File: config.mk
export PLATFORM = sky130hd
export DESIGN_NAME = pof_drive_ctrl
export DESIGN_NICKNAME = d
export VERILOG_FILES = /design/src/shared/pof_pkg.sv /design/src/hw/pof_drive_ctrl.sv /design/src/hw/pof_open_det.sv
export SDC_FILE = /design/constraint.sdc
export NUM_CORES = 1
export LEC_CHECK = 0
export BUFFER_PORTS_ARGS = -buffer_cell sky130_fd_sc_hd__buf_2
export CAP_MARGIN = 0
export CORE_ASPECT_RATIO = 1.2
export CORE_MARGIN = 10
export CORE_UTILIZATION = 60
export CTS_BUF_LIST = sky130_fd_sc_hd__clkbuf_4 sky130_fd_sc_hd__clkbuf_8
export DETAILED_ROUTE_END_ITERATION = 8
export GPL_TIMING_DRIVEN = 1
export PLACE_DENSITY = 0.79
export SLEW_MARGIN = 0
export SYNTH_ARGS = -nofsm -noshare
export SYNTH_HDL_FRONTEND = slang
export SYNTH_SLANG_ARGS = --single-unit
File: constraint.sdc
create_clock -name clk -period 3.1 [get_ports clk]
set_clock_uncertainty 0.2 [all_clocks]
set_input_delay 0.31 -clock clk [delete_from_list [all_inputs] [get_ports clk]]
set_output_delay 0.31 -clock clk [all_outputs]
set_load 0.03 [all_outputs]
File: src/shared/pof_pkg.sv
// Purpose: Constants, types and helpers for the PWM off-time and fault protection block
// Assumes: 25 MHz clock; comparator inputs already synchronous to it
// Notes:   Times are kept in ns and turned into cycle counts here
//
// Functional notes
// - Off period counted on internal clock
// - Three off-time levels picked by ratio
// - Opposite switch conducts during off period
// - Both gates off for dead interval
// - Sense above short level disables outputs
// - Positive sense during off flags open
// - Three consecutive open periods trip protection
// - Ignore positive sense just after turn-off
// - Over-temperature disables every output
// - Trip holds until power-on reset
// - Sense reaching reference ends on period
// - Blank comparator right after turn-on
// - Off-time between 7 and 12 us
package pof_pkg;

  // ****************************************************************
  // Clock and cycle conversion
  // ****************************************************************
  localparam int CLK_NS = 40;

  function automatic int pof_cyc_up(input int ns);
    int c;
    c = (ns + CLK_NS - 1) / CLK_NS;
    return (c < 1) ? 1 : c;
  endfunction : pof_cyc_up

  function automatic int pof_cyc_dn(input int ns);
    int c;
    c = ns / CLK_NS;
    return (c < 1) ? 1 : c;
  endfunction : pof_cyc_dn

  // ****************************************************************
  // Types
  // ****************************************************************
  localparam int CNT_W   = 9;
  localparam int RATIO_W = 7;

  typedef logic [CNT_W-1:0]   pof_cnt_t;
  typedef logic [RATIO_W-1:0] pof_ratio_t;

  typedef enum logic [2:0] {
    POF_IDLE,
    POF_ON,
    POF_DEAD_OFF,
    POF_RECT,
    POF_DEAD_ON
  } pof_state_t;

  // ****************************************************************
  // Timing
  // ****************************************************************
  localparam int DEAD_NS      = 500;
  localparam int BLANK_NS     = 3200;
  localparam int OFF_SHORT_NS = 7000;
  localparam int OFF_MID_NS   = 9500;
  localparam int OFF_LONG_NS  = 12000;
  localparam int OPEN_IGN_NS  = 2000;

  localparam pof_cnt_t DEAD_CYC      = pof_cnt_t'(pof_cyc_up(DEAD_NS));
  localparam pof_cnt_t BLANK_CYC     = pof_cnt_t'(pof_cyc_up(BLANK_NS));
  localparam pof_cnt_t OFF_SHORT_CYC = pof_cnt_t'(pof_cyc_dn(OFF_SHORT_NS));
  localparam pof_cnt_t OFF_MID_CYC   = pof_cnt_t'(pof_cyc_dn(OFF_MID_NS));
  localparam pof_cnt_t OFF_LONG_CYC  = pof_cnt_t'(pof_cyc_dn(OFF_LONG_NS));
  localparam pof_cnt_t OPEN_IGN_CYC  = pof_cnt_t'(pof_cyc_up(OPEN_IGN_NS));
  localparam pof_cnt_t CNT_MAX       = '1;

  // Ratio thresholds in percent of full reference
  localparam pof_ratio_t RATIO_MID = 7'h28;
  localparam pof_ratio_t RATIO_HI  = 7'h46;

  localparam logic [1:0] OPEN_TRIPS = 2'h3;

  // ****************************************************************
  // Helpers
  // ****************************************************************
  // level from ratio
  function automatic pof_cnt_t pof_off_len(input pof_ratio_t r);
    if (r >= RATIO_HI) begin
      return OFF_LONG_CYC;
    end else if (r >= RATIO_MID) begin
      return OFF_MID_CYC;
    end
    return OFF_SHORT_CYC;
  endfunction : pof_off_len

  function automatic pof_cnt_t pof_sat_inc(input pof_cnt_t c);
    return (c == CNT_MAX) ? c : c + pof_cnt_t'(1);
  endfunction : pof_sat_inc

  function automatic logic [1:0] pof_gate(input pof_state_t s, input logic dir);
    case (s)
      POF_ON:   return dir ? 2'h2 : 2'h1;
      POF_RECT: return dir ? 2'h1 : 2'h2;
      default:  return 2'h0;
    endcase
  endfunction : pof_gate

endpackage : pof_pkg
File: src/hw/pof_drive_ctrl.sv
// Purpose: Fixed off-time PWM with synchronous rectification and latched protection
// Assumes: rst is the logic-supply power-on reset; comparators synchronous to clk
// Notes:   Two phases, each with two gate drives; index 0 is phase A
`timescale 1ns/1ps
module pof_drive_ctrl
  import pof_pkg::*;
(
  input  wire logic       clk,
  input  wire logic       rst,
  input  wire logic [1:0] phase_en,
  input  wire logic [1:0] phase_dir,
  input  wire pof_ratio_t ref_ratio_a,
  input  wire pof_ratio_t ref_ratio_b,
  input  wire logic [1:0] trip_cmp,
  input  wire logic [1:0] short_cmp,
  input  wire logic [1:0] sense_pos,
  input  wire logic       thermal_trip,
  output logic [1:0]      gate_a,
  output logic [1:0]      gate_b,
  output logic [1:0]      pwm_on,
  output logic [1:0]      open_event,
  output logic            fault
);

  // ****************************************************************
  // Fault latch
  // ****************************************************************
  logic [1:0] open_trip;
  logic       fault_r;
  wire        fault_nxt;

  assign fault_nxt = fault_r | (|short_cmp) | thermal_trip | (|open_trip);

  always_ff @(posedge clk) begin
    if (rst) begin
      fault_r <= 1'b0;
    end else begin
      fault_r <= fault_nxt;
    end
  end

  assign fault = fault_r;

  // ****************************************************************
  // Per-phase PWM sequencer
  // ****************************************************************
  pof_ratio_t ratio_w [2];
  logic [1:0] gate_w  [2];

  assign ratio_w[0] = ref_ratio_a;
  assign ratio_w[1] = ref_ratio_b;
  assign gate_a     = gate_w[0];
  assign gate_b     = gate_w[1];

  for (genvar p = 0; p < 2; p++) begin : g_ph
    pof_state_t st_r;
    pof_state_t st_nxt;
    pof_cnt_t   cnt_r;
    pof_cnt_t   off_len_r;
    logic       dir_r;
    logic [1:0] gate_r;
    logic       pwm_on_r;
    wire        blank_done;
    wire        on_end;
    wire        dead_done;
    wire        rect_done;
    wire        off_start;
    wire        off_end;
    wire        in_off;
    wire        change;
    wire [1:0]  gate_nxt;
    wire        dir_use;

    assign blank_done = (cnt_r >= BLANK_CYC);
    assign on_end     = trip_cmp[p] & blank_done;
    assign dead_done  = (cnt_r == DEAD_CYC - pof_cnt_t'(1));
    // off period from own clock count
    assign rect_done  = (cnt_r >= off_len_r - (DEAD_CYC << 1) - pof_cnt_t'(1));
    assign off_start  = (st_r == POF_ON) & (st_nxt == POF_DEAD_OFF);
    assign off_end    = (st_r == POF_DEAD_ON) & (st_nxt != POF_DEAD_ON);
    assign in_off     = (st_r == POF_DEAD_OFF) | (st_r == POF_RECT) |
                        (st_r == POF_DEAD_ON);
    assign change     = (st_nxt != st_r);

    always_comb begin
      st_nxt = st_r;
      case (st_r)
        POF_IDLE: begin
          if (phase_en[p]) begin
            st_nxt = POF_ON;
          end
        end
        POF_ON: begin
          if (!phase_en[p]) begin
            st_nxt = POF_IDLE;
          end else if (on_end) begin
            st_nxt = POF_DEAD_OFF;
          end
        end
        POF_DEAD_OFF: begin
          if (dead_done) begin
            st_nxt = POF_RECT;
          end
        end
        POF_RECT: begin
          if (rect_done) begin
            st_nxt = POF_DEAD_ON;
          end
        end
        POF_DEAD_ON: begin
          if (dead_done) begin
            st_nxt = phase_en[p] ? POF_ON : POF_IDLE;
          end
        end
        default: begin
          st_nxt = POF_IDLE;
        end
      endcase
      if (fault_nxt) begin
        st_nxt = POF_IDLE;
      end
    end

    // new direction only while both gates are off
    assign dir_use  = ((st_r == POF_IDLE) | off_end) ? phase_dir[p] : dir_r;
    // gates low same cycle as latch
    assign gate_nxt = fault_nxt ? 2'h0 : pof_gate(st_nxt, dir_use);

    always_ff @(posedge clk) begin
      if (rst) begin
        st_r  <= POF_IDLE;
        cnt_r <= '0;
      end else begin
        st_r  <= st_nxt;
        cnt_r <= change ? '0 : pof_sat_inc(cnt_r);
      end
    end

    // Direction held through the whole chopping cycle
    always_ff @(posedge clk) begin
      if (rst) begin
        dir_r <= 1'b0;
      end else begin
        dir_r <= dir_use;
      end
    end

    always_ff @(posedge clk) begin
      if (rst) begin
        off_len_r <= OFF_SHORT_CYC;
      end else if (st_r == POF_ON) begin
        off_len_r <= pof_off_len(ratio_w[p]);
      end
    end

    always_ff @(posedge clk) begin
      if (rst) begin
        gate_r   <= 2'h0;
        pwm_on_r <= 1'b0;
      end else begin
        gate_r   <= gate_nxt;
        pwm_on_r <= ~fault_nxt & (st_nxt == POF_ON);
      end
    end

    assign gate_w[p] = gate_r;
    assign pwm_on[p] = pwm_on_r;

    pof_open_det u_open (
      .clk        (clk),
      .rst        (rst),
      .off_start  (off_start),
      .in_off     (in_off),
      .off_end    (off_end),
      .sense_pos  (sense_pos[p]),
      .open_event (open_event[p]),
      .open_trip  (open_trip[p])
    );
  end

endmodule : pof_drive_ctrl

File: src/hw/pof_open_det.sv
// Purpose: Coil-open detection for one phase
// Assumes: Off-period strobes come from the phase PWM sequencer
// Notes:   Streak of detected periods survives only back to back
`timescale 1ns/1ps
module pof_open_det
  import pof_pkg::*;
(
  input  wire logic clk,
  input  wire logic rst,
  input  wire logic off_start,
  input  wire logic in_off,
  input  wire logic off_end,
  input  wire logic sense_pos,
  output logic      open_event,
  output logic      open_trip
);

  pof_cnt_t   ign_cnt_r;
  logic       det_r;
  logic [1:0] streak_r;
  logic [1:0] streak_nxt;
  wire        window_done;
  wire        det_now;
  wire        hit;

  assign window_done = (ign_cnt_r >= OPEN_IGN_CYC);
  assign det_now     = in_off & ~off_start & sense_pos & window_done;
  assign hit         = det_r | det_now;
  // consecutive count, reset by clean period
  assign streak_nxt  = hit ? streak_r + 2'h1 : 2'h0;

  always_ff @(posedge clk) begin
    if (rst || off_start) begin
      ign_cnt_r <= '0;
    end else if (in_off && !window_done) begin
      ign_cnt_r <= ign_cnt_r + pof_cnt_t'(1);
    end
  end

  always_ff @(posedge clk) begin
    if (rst || off_start) begin
      det_r <= 1'b0;
    end else if (det_now) begin
      det_r <= 1'b1;
    end
  end

  always_ff @(posedge clk) begin
    if (rst) begin
      streak_r <= 2'h0;
    end else if (off_end) begin
      streak_r <= streak_nxt;
    end
  end

  always_ff @(posedge clk) begin
    if (rst) begin
      open_event <= 1'b0;
      open_trip  <= 1'b0;
    end else begin
      open_event <= det_now & ~det_r;
      open_trip  <= off_end & (streak_nxt == OPEN_TRIPS);
    end
  end

endmodule : pof_open_det

* Word-level counts from Yosys, hierarchy flattened
Cells that the tools add are included.
Storage, ports and cells: memories 0, bits in read-only memories 0, RAM bits 0, bits in registers 79, logic and storage cells 156, input bits 27, output and inout port bits 9, latch bits 0
Cells by class: shift-type cells 0, add/subtract/negate cells 10, reductions and logical operators 13, divide/modulo/power cells 0, bitwise operators 34, multiplexer cells 42, $lt $le $gt $ge 10, multiply operators 0, eq/ne operators 24
Operators with widths (count):
- two-way mux 9 bit | 6
- two-way mux 3 bit | 14
- adder 9 x 1 -> 9 bit (second input constant) | 4
- one-hot mux 3 bit (5 select lines) | 2
- == test 3 x 2 -> 1 bit (second input constant) | 8
- bitwise AND 1 bit | 18
- == test 9 x 4 -> 1 bit (second input constant) | 2
- == test 9 bit (second input constant) | 2
- greater-or-equal comparator 9 x 6 -> 1 bit (second input constant) | 2
- greater-or-equal comparator 9 x 7 -> 1 bit (second input constant) | 2
- greater-or-equal comparator 9 bit | 2
- subtractor 9 x 1 -> 9 bit (second input constant) | 2
- subtractor 9 x 5 -> 9 bit (second input constant) | 2
- greater-or-equal comparator 7 x 6 -> 1 bit (second input constant) | 2
- greater-or-equal comparator 7 bit (second input constant) | 2
- == test 3 x 1 -> 1 bit (second input constant) | 4
- two-way mux 1 bit | 12
- two-way mux 2 bit | 6
- OR 1 bit | 11
- OR reduction 2 bit | 5
- one-hot mux 2 bit (2 select lines) | 2
- == test 3 bit (second input constant) | 2
- logical NOT 3 bit | 2
- != test 3 bit | 2
- 7 further kinds | 17

* Longest topological paths before layout
Gate-level depths: netlist (run 1).
word-level depth 16, gate-level depth with buffers 9, depth with buffers taken out 9

* By module
From an unflattened synthesis (run 1), not the netlist that was laid out.
Unflattened totals: cells, all modules 454, area, all modules 3912.5 um^2
By module, submodules not included:
- pof_drive_ctrl | area an instance 2563.7 um^2, sequential area each 820.8 um^2, instances 1, cells each 308
- pof_open_det | area an instance 674.4 um^2, sequential area each 280.3 um^2, instances 2, cells each 73

* Worst setup path after synthesis (run 1)
OpenSTA, ideal clock, no wires.
path type register -> register, start point reg g_ph[0].off_len_r[7], end point reg g_ph[0].gate_r[0] (netlist: gate_a[0]), arrival 2.293 ns, library setup time 0.095 ns, required time 2.805 ns, cell stages (with the launch flop) 10, setup slack 0.511 ns, buffers on the path 0, clock period less this slack 2.589 ns, cells stage by stage dfxtp_1 -> ha_1 -> inv_1 -> ha_1 -> a211o_1 -> a311oi_1 -> o21ai_0 -> o311a_1 -> or3_1 -> a221oi_1
Between the ends: cells in the longest elaborated chain, start to end 12, elaborated cells between the ends (all ways) 15, classes of those cells add/sub: 2; order compare: 1; eq/ne: 3; mux: 7; bitwise: 2
RTL lines:
- from (decl) | line pof_drive_ctrl.sv:59 | pof_cnt_t off_len_r;
- from (signal assigned) | line pof_drive_ctrl.sv:152 | off_len_r <= pof_off_len(ratio_w[p]);
- subtractor 9 x 5 -> 9 bit * | line pof_drive_ctrl.sv:78 | assign rect_done = (cnt_r >= off_len_r - (DEAD_CYC << 1) - pof_cnt_t'(1));
- subtractor 9 x 1 -> 9 bit * | line pof_drive_ctrl.sv:78
- greater-or-equal comparator 9 bit * | line pof_drive_ctrl.sv:78
- two-way mux 3 bit * | line pof_drive_ctrl.sv:106 | if (rect_done) begin
- one-hot mux 3 bit (5 select lines) * | line pof_drive_ctrl.sv:87 | case (st_r)
- two-way mux 3 bit * | line pof_drive_ctrl.sv:119 | if (fault_nxt) begin
- != test 3 bit | line pof_drive_ctrl.sv:80 | assign off_end = (st_r == POF_DEAD_ON) & (st_nxt != POF_DEAD_ON);
- bitwise AND 1 bit | line pof_drive_ctrl.sv:80
- OR 1 bit | line pof_drive_ctrl.sv:125 | assign dir_use = ((st_r == POF_IDLE) | off_end) ? phase_dir[p] : dir_r;
- two-way mux 1 bit | line pof_drive_ctrl.sv:125
- two-way mux 2 bit, on equally long branches | line pof_pkg.sv:99, pof_pkg.sv:98
- one-hot mux 2 bit (2 select lines) * | line pof_pkg.sv:97 | case (s)
- to (signal assigned) | line pof_drive_ctrl.sv:161 | gate_r <= gate_nxt;
- to (decl) | line pof_drive_ctrl.sv:61 | logic [1:0] gate_r;
Every way passes the cells marked *; elsewhere a longest branch is shown, timed or not. A chain may end at the register's enable or synchronous reset.

* Worst setup path after layout (run 1)
Same ends and word-level chain as after synthesis.

==> run summary, run 1 <==
Clock latency on the worst-skew pair: 0.35 ns
Startpoint of the worst-slack reg-to-reg timing path: g_ph[0].off_len_r[7]
Number of inserted filler cells in the final layout: 487
Largest net degree at the start of global routing: 28
Number of antenna repair diodes: 0
Switching component of the power: 0.419 mW
Proportion of synthesized chip area in sequential cells: 38.2%
Drt wl/cell: 13.8 um
First-pass detailed-route iteration total: 4
Residual DRC: 0
Critical path required time: 3.15 ns
Setup Crit Path Kind: reg2reg
HPWL Detailed: 5630 um
Max-cap violations: 0
Power density cells: 433 nW/um^2
Dominant synthesized flop cell: sky130_fd_sc_hd__dfxtp_1
Max H-tree Level: 3
Period utilization: 89.7%
Min-delay worst type: in2reg
Total leakage power: 1.65 nW
Final Net Count: 508
Hold Fails Final Rpt: 0
Area of the die: 9550 um^2
Post-route minimum period: 2.78 ns
Fraction of final layout cells sized beyond drive strength 1: 14.1%
Actual transition at the worst max-transition pin: 0.521 ns
Count of placed standard cells in the final layout, fillers left out: 541
Startpoint type of the worst setup path: register
Clk pwr share: 41.3%
Clock sink total: 69
Number of top-level pins: 36
Via count of the first global-routing pass: 2993
Number of antenna violations at the first check in global routing: 0
First-pass GRT wire length: 12900 um
Initial DRC Count: 162
Worst hold margin: 0.0108 ns
Count of distinct cell types in the synthesized netlist: 62
Hold_buf cts: 0
Hold_sp: sense_pos[1]
Final Max Tran Viols: 0
Multi-input gate area in the final layout: 2020 um^2
Relative slew slack: 65.0%
Overall via count from detail_route: 3071
Gate power share: 6.2%
Cells after synthesis: 432
Worst Setup End Kind: register
Critical path data arrival time: 2.83 ns
Vertical extent of the die: 105 um
Max IR drop VDD: 0.280 mV
Number of flip-flops and latches in the synthesized netlist: 69
Clock tree from TritonCTS: built
Share of flip-flops with an asynchronous set or reset: 0%
Maximum fanout count along the critical path: 3
Source of the critical timing path: g_ph[0].off_len_r[7]
Overall power: 1.73 mW
Number of input and output port buffers inserted: 33
TritonCTS Buffers: 9
Final wirelength: 7470 um
Number of nets still failing antenna checks after routing: 0
Syn nets: 483
Internal power summed over all cells: 1.31 mW
Overall fraction of global-route tracks in use: 15.9%
Placed cell count: 525
FF+latch area: 1380 um^2
Sequential fraction of design power: 52.5%
Horizontal die dimension: 90.9 um
Area growth syn-to-layout: 10.2%
Final total negative setup slack: 0 ns
YS warnings: 0
Commonest cells after routing, fill and taps aside: 71 x sky130_fd_sc_hd__nor2_1, 69 x sky130_fd_sc_hd__dfxtp_1, 33 x sky130_fd_sc_hd__buf_2
Via density: 5.68
Clock transition at the registers of the reported paths: 0.08 ns
Row count: 30
Most common cell after layout, fill and taps aside: sky130_fd_sc_hd__nor2_1
Total gr overflow: 0
Core area: 5740 um^2
Bufs on Longest Clock Path: 2
Syn Area/Cell: 8.38 um^2
CTS root buf: sky130_fd_sc_hd__clkbuf_8
Synthesized area: 3620 um^2
RSZ-0062 raised after global routing: false
GP Congestion: 0.824
Total setup violations reported at the end of the flow: 0
Effective utilization at floorplan: 63.0%
Count of flip-flops with a built-in enable after synthesis: 0
Outcome: complete, no violations
Maximum frequency from static timing analysis: 360 MHz
Switching Fraction: 24.2%
[final cells by class]
type / count / share of cell area [%]
Multi-Input combinational cell: 313 / 50.8
Sequential cell: 69 / 34.6
Timing Repair Buffer: 36 / 4.71
Clock buffer: 9 / 3.11
Inverter: 28 / 2.64
Tap cell: 80 / 2.51
Clock inverter: 6 / 1.63
[metrics by stage]
stage          utilization (%)  setup WS (ns)  area, um^2
6_report                  69.4          0.320        3990
5_1_grt                   69.4         0.0844        3990
4_1_cts                   69.3          0.317        3980
3_5_place_dp              66.0          0.343        3790
3_3_place_gp              66.0          0.418        3790
2_1_floorplan                -          0.511        3620
[worst paths after layout]
kind | endpoint | slack, ns | depth (start not counted)
worst min register to register | g_ph[1].u_open.open_event | 0.23 | 1
worst min-delay path | g_ph[1].u_open.open_event | 0.01 | 3
worst max register to register | gate_a[0] | 0.32 | 9
worst max-delay path | gate_a[0] | 0.32 | 9
[synthesized netlist by cell type (6+ instances only)]
master / n / area share (%)
sky130_fd_sc_hd__inv_1: 28 / 2.9
sky130_fd_sc_hd__xnor2_1: 12 / 2.9
sky130_fd_sc_hd__nand4_1: 9 / 1.6
sky130_fd_sc_hd__clkbuf_1: 15 / 1.6
sky130_fd_sc_hd__nor2_1: 71 / 7.4
sky130_fd_sc_hd__dfxtp_1: 69 / 38
sky130_fd_sc_hd__nand3_1: 11 / 1.5
sky130_fd_sc_hd__ha_1: 24 / 8.3
sky130_fd_sc_hd__a21oi_1: 18 / 2.5
sky130_fd_sc_hd__mux2i_1: 6 / 1.7
sky130_fd_sc_hd__o21ai_0: 18 / 2.5
sky130_fd_sc_hd__nand2b_1: 8 / 1.4
sky130_fd_sc_hd__xor2_1: 11 / 2.7
sky130_fd_sc_hd__a211oi_1: 6 / 1.2
sky130_fd_sc_hd__nor3_1: 9 / 1.2
sky130_fd_sc_hd__nand2_1: 20 / 2.1
sky130_fd_sc_hd__a31oi_1: 6 / 1.0
sky130_fd_sc_hd__nor2b_1: 6 / 1.0
[kinds of logic (layout without fill, tap and decap cells)]
kind of cell    count (synthesis)  in the layout  share of synthesized area, %
fa+ha+maj                      24             24                          8.30
flops                          69             69                          38.2
xor+xnor                       23             23                          5.57
buf+inv                        50             79                          5.88
simple gates                  175            175                          24.3
mux                             7              7                          1.97
compound gates                 84             84                          15.8
[worst max-delay path, stage by stage (launching register included)]
cell	delay, ns
sky130_fd_sc_hd__dfxtp_1	0.37
sky130_fd_sc_hd__ha_1	0.16
sky130_fd_sc_hd__inv_1	0.04
sky130_fd_sc_hd__ha_1	0.29
sky130_fd_sc_hd__a211o_1	0.27
sky130_fd_sc_hd__a311oi_1	0.24
sky130_fd_sc_hd__o21ai_0	0.18
sky130_fd_sc_hd__o311a_1	0.34
sky130_fd_sc_hd__or3_1	0.36
sky130_fd_sc_hd__a221oi_1	0.25
[flip-flops by register name (all words and copies together) (netlist names)]
name	cells
g_ph.cnt_r	18
g_ph.u_open.ign_cnt_r	18
g_ph.off_len_r	8
g_ph.st_r	6
g_ph.u_open.streak_r	4
g_ph.dir_r	2
g_ph.pwm_on_r	2
g_ph.u_open.det_r	2
g_ph.u_open.open_event	2
g_ph.u_open.open_trip	2
gate_a	2
gate_b	2
fault	1
[layer usage]
layer	share of wire [%]	vias up	track usage (%)
li1	-	1554	-
met1	41	1419	16.7
met2	52	81	29.0
met3	5.2	17	3.58
met4	1.8	0	7.85
met5	0	-	0
[what timing repair did]
item	CTS	global route
endpoints found under the setup margin	0	2
hold endpoints to repair	0	0
setup buffers	0	1
gates resized for setup	0	0
[power by group through the flow]
| stage | registers (mW) | logic, mW | clock network (mW) |
|---|---|---|---|
| floorplan | 0.928 | 0.0687 | 0 |
| global placement | 0.928 | 0.100 | 0 |
| detailed placement | 0.929 | 0.105 | 0 |
| CTS | 0.908 | 0.106 | 0.726 |
| global route | 0.910 | 0.121 | 0.760 |
| finish | 0.908 | 0.107 | 0.713 |
Power figures use the tool's default switching activity.
==> run 2: changes to the inputs <==
Settings changed: CORE_UTILIZATION 60 to 40, PLACE_DENSITY 0.79 to 0.56.
==> run summary, run 2 (synthesized netlist as in run 1, its figures left out) <==
Outcome: complete, no violations
CTS root buf: sky130_fd_sc_hd__clkbuf_8
Number of top-level pins: 36
Actual transition at the worst max-transition pin: 0.586 ns
Fraction of final layout cells sized beyond drive strength 1: 14.4%
Via density: 5.15
Clock latency on the worst-skew pair: 0.33 ns
Number of antenna violations at the first check in global routing: 0
Max H-tree Level: 3
Largest registers in the final layout: g_ph.cnt_r: 18 flops, g_ph.u_open.ign_cnt_r: 18 flops, g_ph.off_len_r: 8 flops
Bufs on Longest Clock Path: 2
Total non-filler cell area in the finished layout: 4090 um^2
Area of the die: 13300 um^2
TritonCTS Buffers: 9
Clock transition at the registers of the reported paths: 0.08 ns
Switching component of the power: 0.413 mW
Vertical extent of the die: 124 um
Critical path required time: 3.16 ns
First-pass detailed-route iteration total: 4
Overall via count from detail_route: 2995
RSZ-0062 raised after global routing: false
Final Max Tran Viols: 0
Max-cap violations: 0
Overall fraction of global-route tracks in use: 11.9%
Number of input and output port buffers inserted: 33
GP Congestion: 0.880
Drt wl/cell: 12.8 um
Total setup buffers inserted after CTS: 0
Number of gates resized after cts: 0
Largest net degree at the start of global routing: 28
Clock tree from TritonCTS: built
Number of inserted filler cells in the final layout: 920
Power density cells: 448 nW/um^2
Total leakage power: 1.68 nW
Hold depth: 3
R2R setup slack: 0.30 ns
Most common cell after layout, fill and taps aside: sky130_fd_sc_hd__nor2_1
Relative slew slack: 60.6%
Hold_buf cts: 1
First-pass GRT wire length: 13200 um
Hold Fails Final Rpt: 0
Initial DRC Count: 140
Startpoint type of the worst setup path: register
Effective utilization at floorplan: 41.6%
Period utilization: 90.3%
Number of nets still failing antenna checks after routing: 0
Post-route minimum period: 2.80 ns
Gate power share: 5.8%
Final total negative setup slack: 0 ns
Sequential fraction of design power: 49.6%
Maximum frequency from static timing analysis: 357 MHz
Endpoint of the worst-slack reg-to-reg timing path: g_ph[0].cnt_r[4]
Length in cells of the worst reg-to-reg path: 10
Critical path data arrival time: 2.86 ns
Via count of the first global-routing pass: 2899
Row count: 37
Startpoint of the worst-slack reg-to-reg timing path: g_ph[0].off_len_r[7]
Internal power summed over all cells: 1.42 mW
HPWL Detailed: 5620 um
Residual DRC: 0
Total setup violations reported at the end of the flow: 0
Clock sink total: 69
Setup Crit Path Kind: reg2reg
Commonest cells after routing, fill and taps aside: 71 x sky130_fd_sc_hd__nor2_1, 69 x sky130_fd_sc_hd__dfxtp_1, 33 x sky130_fd_sc_hd__buf_2
Maximum fanout count along the critical path: 9
WHS Endpoint: g_ph[0].u_open.open_event
Worst Setup End Kind: register
Area growth syn-to-layout: 12.9%
Hold_sp: sense_pos[0]
Min-delay worst type: in2reg
Final Net Count: 510
Horizontal die dimension: 107 um
Clk pwr share: 44.6%
Number of antenna repair diodes: 0
Switching Fraction: 22.6%
Area post-placement: 3850 um^2
Max IR drop VDD: 0.239 mV
Total gr overflow: 0
Final wirelength: 7450 um
Core area: 8700 um^2
[run 2: power groups by stage]
stage / clock network, mW / registers, mW / logic (mW)
2_1_floorplan: 0 / 0.928 / 0.0687
3_3_place_gp: 0 / 0.928 / 0.104
3_5_place_dp: 0 / 0.929 / 0.106
4_1_cts: 0.852 / 0.908 / 0.107
5_1_grt: 0.888 / 0.910 / 0.123
6_report: 0.816 / 0.908 / 0.106
[run 2: worst max path at each step]
stage | startpoint | endpoint | slack [ns] | depth (start not counted)
2_1_floorplan | g_ph[0].off_len_r[7] | gate_a[0] | 0.51 | 9
3_3_place_gp | g_ph[0].off_len_r[7] | gate_a[0] | 0.36 | 9
3_5_place_dp | g_ph[0].off_len_r[7] | g_ph[0].cnt_r[4] | 0.30 | 10
4_1_cts | g_ph[0].off_len_r[7] | g_ph[0].cnt_r[4] | 0.24 | 10
5_1_grt | g_ph[0].off_len_r[7] | g_ph[0].cnt_r[0] | 0.06 | 10
6_report | g_ph[0].off_len_r[7] | g_ph[0].cnt_r[4] | 0.30 | 10
[run 2: per-stage QoR]
stage	setup slack, ns	power [mW]	std cells	hold slack (ns)	util (%)
after global placement	0.355	1.03	564	0.205	44.3
after global routing	0.0601	1.92	581	0.0341	47.0
final	0.300	1.83	581	0.0362	47.0
after detailed placement	0.302	1.03	564	0.218	44.3
after CTS	0.242	1.87	581	0.0154	47.0
after floorplan	0.511	0.996	432	0.198	-
[run 2: area by class of cell]
cell class | count | area, um^2 | share of cell area (%)
clock buffers | 11 | 139 | 3.40
clock inverters | 5 | 85.1 | 2.08
inverters | 28 | 105 | 2.57
multi-input cells | 313 | 2020 | 49.5
flip-flops and latches | 69 | 1380 | 33.8
well taps | 117 | 146 | 3.58
repair buffers | 38 | 205 | 5.02
[run 2: layer usage]
metal / vias to the layer above / GRT usage [%] / wire length [um]
li1: 1557 / - / -
met1: 1397 / 14.1 / 3450
met2: 37 / 20.1 / 3680
met3: 4 / 3.67 / 263
met4: 0 / 4.07 / 56
met5: - / 0 / 0
[run 2: critical path, cell delays in order, from the launching register on]
cell	delay, ns
sky130_fd_sc_hd__dfxtp_1	0.37
sky130_fd_sc_hd__ha_1	0.16
sky130_fd_sc_hd__inv_1	0.04
sky130_fd_sc_hd__ha_1	0.28
sky130_fd_sc_hd__a211o_1	0.25
sky130_fd_sc_hd__a311oi_1	0.27
sky130_fd_sc_hd__o21ai_0	0.18
sky130_fd_sc_hd__buf_4	0.18
sky130_fd_sc_hd__o31ai_1	0.21
sky130_fd_sc_hd__nand4_1	0.37
sky130_fd_sc_hd__nor2_1	0.21
==> run 3: changes to the inputs <==
Settings changed: PLACE_DENSITY 0.56 to 0.55, SYNTH_HIERARCHICAL from default to 1.
==> run summary, run 3 <==
Power density cells: 412 nW/um^2
Vertical extent of the die: 128 um
FF+latch area: 1380 um^2
Largest registers in the final layout: g_ph.cnt_r: 18 flops, g_ph.u_open/ign_cnt_r: 18 flops, g_ph.off_len_r: 8 flops
Min-delay worst type: in2reg
Effective utilization at floorplan: 40.9%
GP Congestion: 0.829
Proportion of synthesized chip area in sequential cells: 35.3%
Cells after synthesis: 454
Most common cell after layout, fill and taps aside: sky130_fd_sc_hd__dfxtp_1
Syn nets: 505
First-pass GRT wire length: 14200 um
First-pass detailed-route iteration total: 5
Dominant synthesized flop cell: sky130_fd_sc_hd__dfxtp_1
Ordered cell list for the critical path: ha_1 -> inv_1 -> ha_1 -> a21o_1 -> a211oi_2 -> o21ai_1 -> o211ai_1 -> nand3_1 -> a211oi_2 -> buf_4 -> and3b_1 -> nand3_1 -> o22ai_1
Clock sink total: 69
Residual DRC: 0
Synth top area cells: sky130_fd_sc_hd__dfxtp_1 35%, sky130_fd_sc_hd__ha_1 7.7%, sky130_fd_sc_hd__nor2_1 5.6%
Worst Setup End Kind: register
Outcome: complete, no violations
Relative slew slack: 57.9%
Count of flip-flops with a built-in enable after synthesis: 0
Largest net degree at the start of global routing: 38
Period utilization: 93.9%
Number of nets still failing antenna checks after routing: 0
Share of flip-flops with an asynchronous set or reset: 0%
Number of antenna repair diodes: 0
Count of distinct cell types in the synthesized netlist: 66
Number of top-level pins: 36
Row count: 39
Setup Crit Path Kind: reg2reg
Number of flip-flops and latches in the synthesized netlist: 69
Bufs on Longest Clock Path: 2
Clock tree from TritonCTS: built
Top cell type by total area after synthesis: sky130_fd_sc_hd__dfxtp_1
Worst hold margin: 0.0484 ns
Commonest cells after routing, fill and taps aside: 69 x sky130_fd_sc_hd__dfxtp_1, 58 x sky130_fd_sc_hd__nor2_1, 44 x sky130_fd_sc_hd__nand2_1
Via count of the first global-routing pass: 3154
Share of Yosys cell area claimed by the top area cell type: 35.3%
Util after Layout: 46.1%
Most numerous cell in the Yosys netlist: sky130_fd_sc_hd__dfxtp_1
Drt wl/cell: 13.6 um
Number of inserted filler cells in the final layout: 993
Actual transition at the worst max-transition pin: 0.631 ns
Total gr overflow: 0
Maximum frequency from static timing analysis: 344 MHz
RSZ-0062 raised after global routing: false
Startpoint type of the worst setup path: register
Critical path required time: 3.12 ns
Overall via count from detail_route: 3256
Final total negative setup slack: 0 ns
Final Max Tran Viols: 0
Max IR drop VDD: 0.190 mV
Max H-tree Level: 3
Cell with the largest stage delay on the worst path: sky130_fd_sc_hd__dfxtp_1
Max-cap violations: 0
Clock transition at the registers of the reported paths: 0.07 ns
Via density: 5.28
Clock latency on the worst-skew pair: 0.36 ns
YS warnings: 6
HPWL Detailed: 6390 um
Number of antenna violations at the first check in global routing: 0
Final Net Count: 540
CTS root buf: sky130_fd_sc_hd__clkbuf_8
Synthesized area: 3910 um^2
Overall fraction of global-route tracks in use: 12.4%
Critical path data arrival time: 2.93 ns
Cell types with the highest counts after synthesis: 69 x sky130_fd_sc_hd__dfxtp_1, 58 x sky130_fd_sc_hd__nor2_1, 44 x sky130_fd_sc_hd__nand2_1
Initial DRC Count: 134
Maximum fanout count along the critical path: 5
Fraction of final layout cells sized beyond drive strength 1: 15.8%
Total leakage power: 1.81 nW
Core area: 9560 um^2
Multi-input gate area in the final layout: 2360 um^2
Number of input and output port buffers inserted: 33
TritonCTS Buffers: 9
Syn Area/Cell: 8.62 um^2
Overall power: 1.82 mW
Total setup violations reported at the end of the flow: 0
Final wirelength: 8370 um
Horizontal die dimension: 110 um
Area growth syn-to-layout: 12.8%
Area of the die: 14200 um^2
Post-route minimum period: 2.91 ns
Hold Fails Final Rpt: 0
Critical Path Max Stage Delay: 0.33 ns
[run 3: changes by cell type after synthesis, moves of 5 or more]
cell	previous run	this run
sky130_fd_sc_hd__clkbuf_1	15	9
sky130_fd_sc_hd__a211oi_2	0	5
sky130_fd_sc_hd__o21ai_0	18	6
sky130_fd_sc_hd__nand4_1	9	0
sky130_fd_sc_hd__nor2_1	71	58
sky130_fd_sc_hd__o21ai_1	0	7
sky130_fd_sc_hd__mux2i_1	6	15
sky130_fd_sc_hd__nand3_1	11	17
sky130_fd_sc_hd__and2_1	4	11
sky130_fd_sc_hd__nand2_1	20	44
sky130_fd_sc_hd__xnor2_1	12	6
[run 3: per-layer routing]
layer	wire (um)	vias up	global-route usage, %
met5	0	-	0
met4	186	0	6.51
met3	327	15	3.50
met2	4080	43	20.0
met1	3780	1513	14.4
li1	-	1685	-
[run 3: cells by family after synthesis]
kind of cell	count (synthesis)	synth area share [%]
mux	18	4.76
fa+ha+maj	24	7.68
xor+xnor	13	2.91
buf+inv	40	4.44
compound gates	95	18.6
simple gates	195	26.3
flops	69	35.3
[run 3: critical path, delay by kind of cell (launching register included)]
family / cells / cell delay [ns]
buffers and inverters: 2 / 0.21
flip-flops: 1 / 0.33
adder cells (fa/ha/maj): 2 / 0.56
AND/OR/NAND/NOR: 3 / 0.44
AO/OA/AOI/OAI: 6 / 1.03
[run 3: path summary, 6_finish.rpt]
| check | startpoint | to | slack, ns | cells after the start |
|---|---|---|---|---|
| min | phase_dir[0] | g_ph[0].dir_r | 0.05 | 3 |
| max | g_ph[1].off_len_r[7] | g_ph[1].u_open/streak_r[0] | 0.19 | 13 |
| max reg2reg | g_ph[1].off_len_r[7] | g_ph[1].u_open/streak_r[0] | 0.19 | 13 |
| min reg2reg | g_ph[0].u_open/ign_cnt_r[6] | g_ph[0].u_open/ign_cnt_r[6] | 0.26 | 1 |
[run 3: final cells by class]
class	count	area share, %
repair buffers	38	4.59
clock inverters	3	0.964
flip-flops and latches	69	31.3
multi-input cells	345	53.5
clock buffers	13	3.91
inverters	26	2.21
well taps	123	3.49
[run 3: timing repair]
| action | in CTS | in global routing |
|---|---|---|
| endpoints found under the setup margin | 0 | 13 |
| setup buffers | 0 | 0 |
| hold buffers | 0 | 0 |
| gates resized for setup | 0 | 1 |
[run 3: metrics by stage]
| stage | cells | area [um^2] | setup WS, ns |
|---|---|---|---|
| final | 617 | 4410 | 0.191 |
| after global routing | 617 | 4410 | 0.0141 |
| after CTS | 617 | 4410 | 0.0309 |
| after detailed placement | 601 | 4190 | 0.0762 |
| after global placement | 601 | 4190 | 0.114 |
| after floorplan | 454 | 3910 | 0.249 |
[run 3: power by group]
group          switching [mW]  total [mW]  internal (mW)
Sequential             0.0125       0.910          0.897
Clock                   0.347       0.792          0.445
Combinational          0.0633       0.114         0.0509
Total                   0.423        1.82           1.39
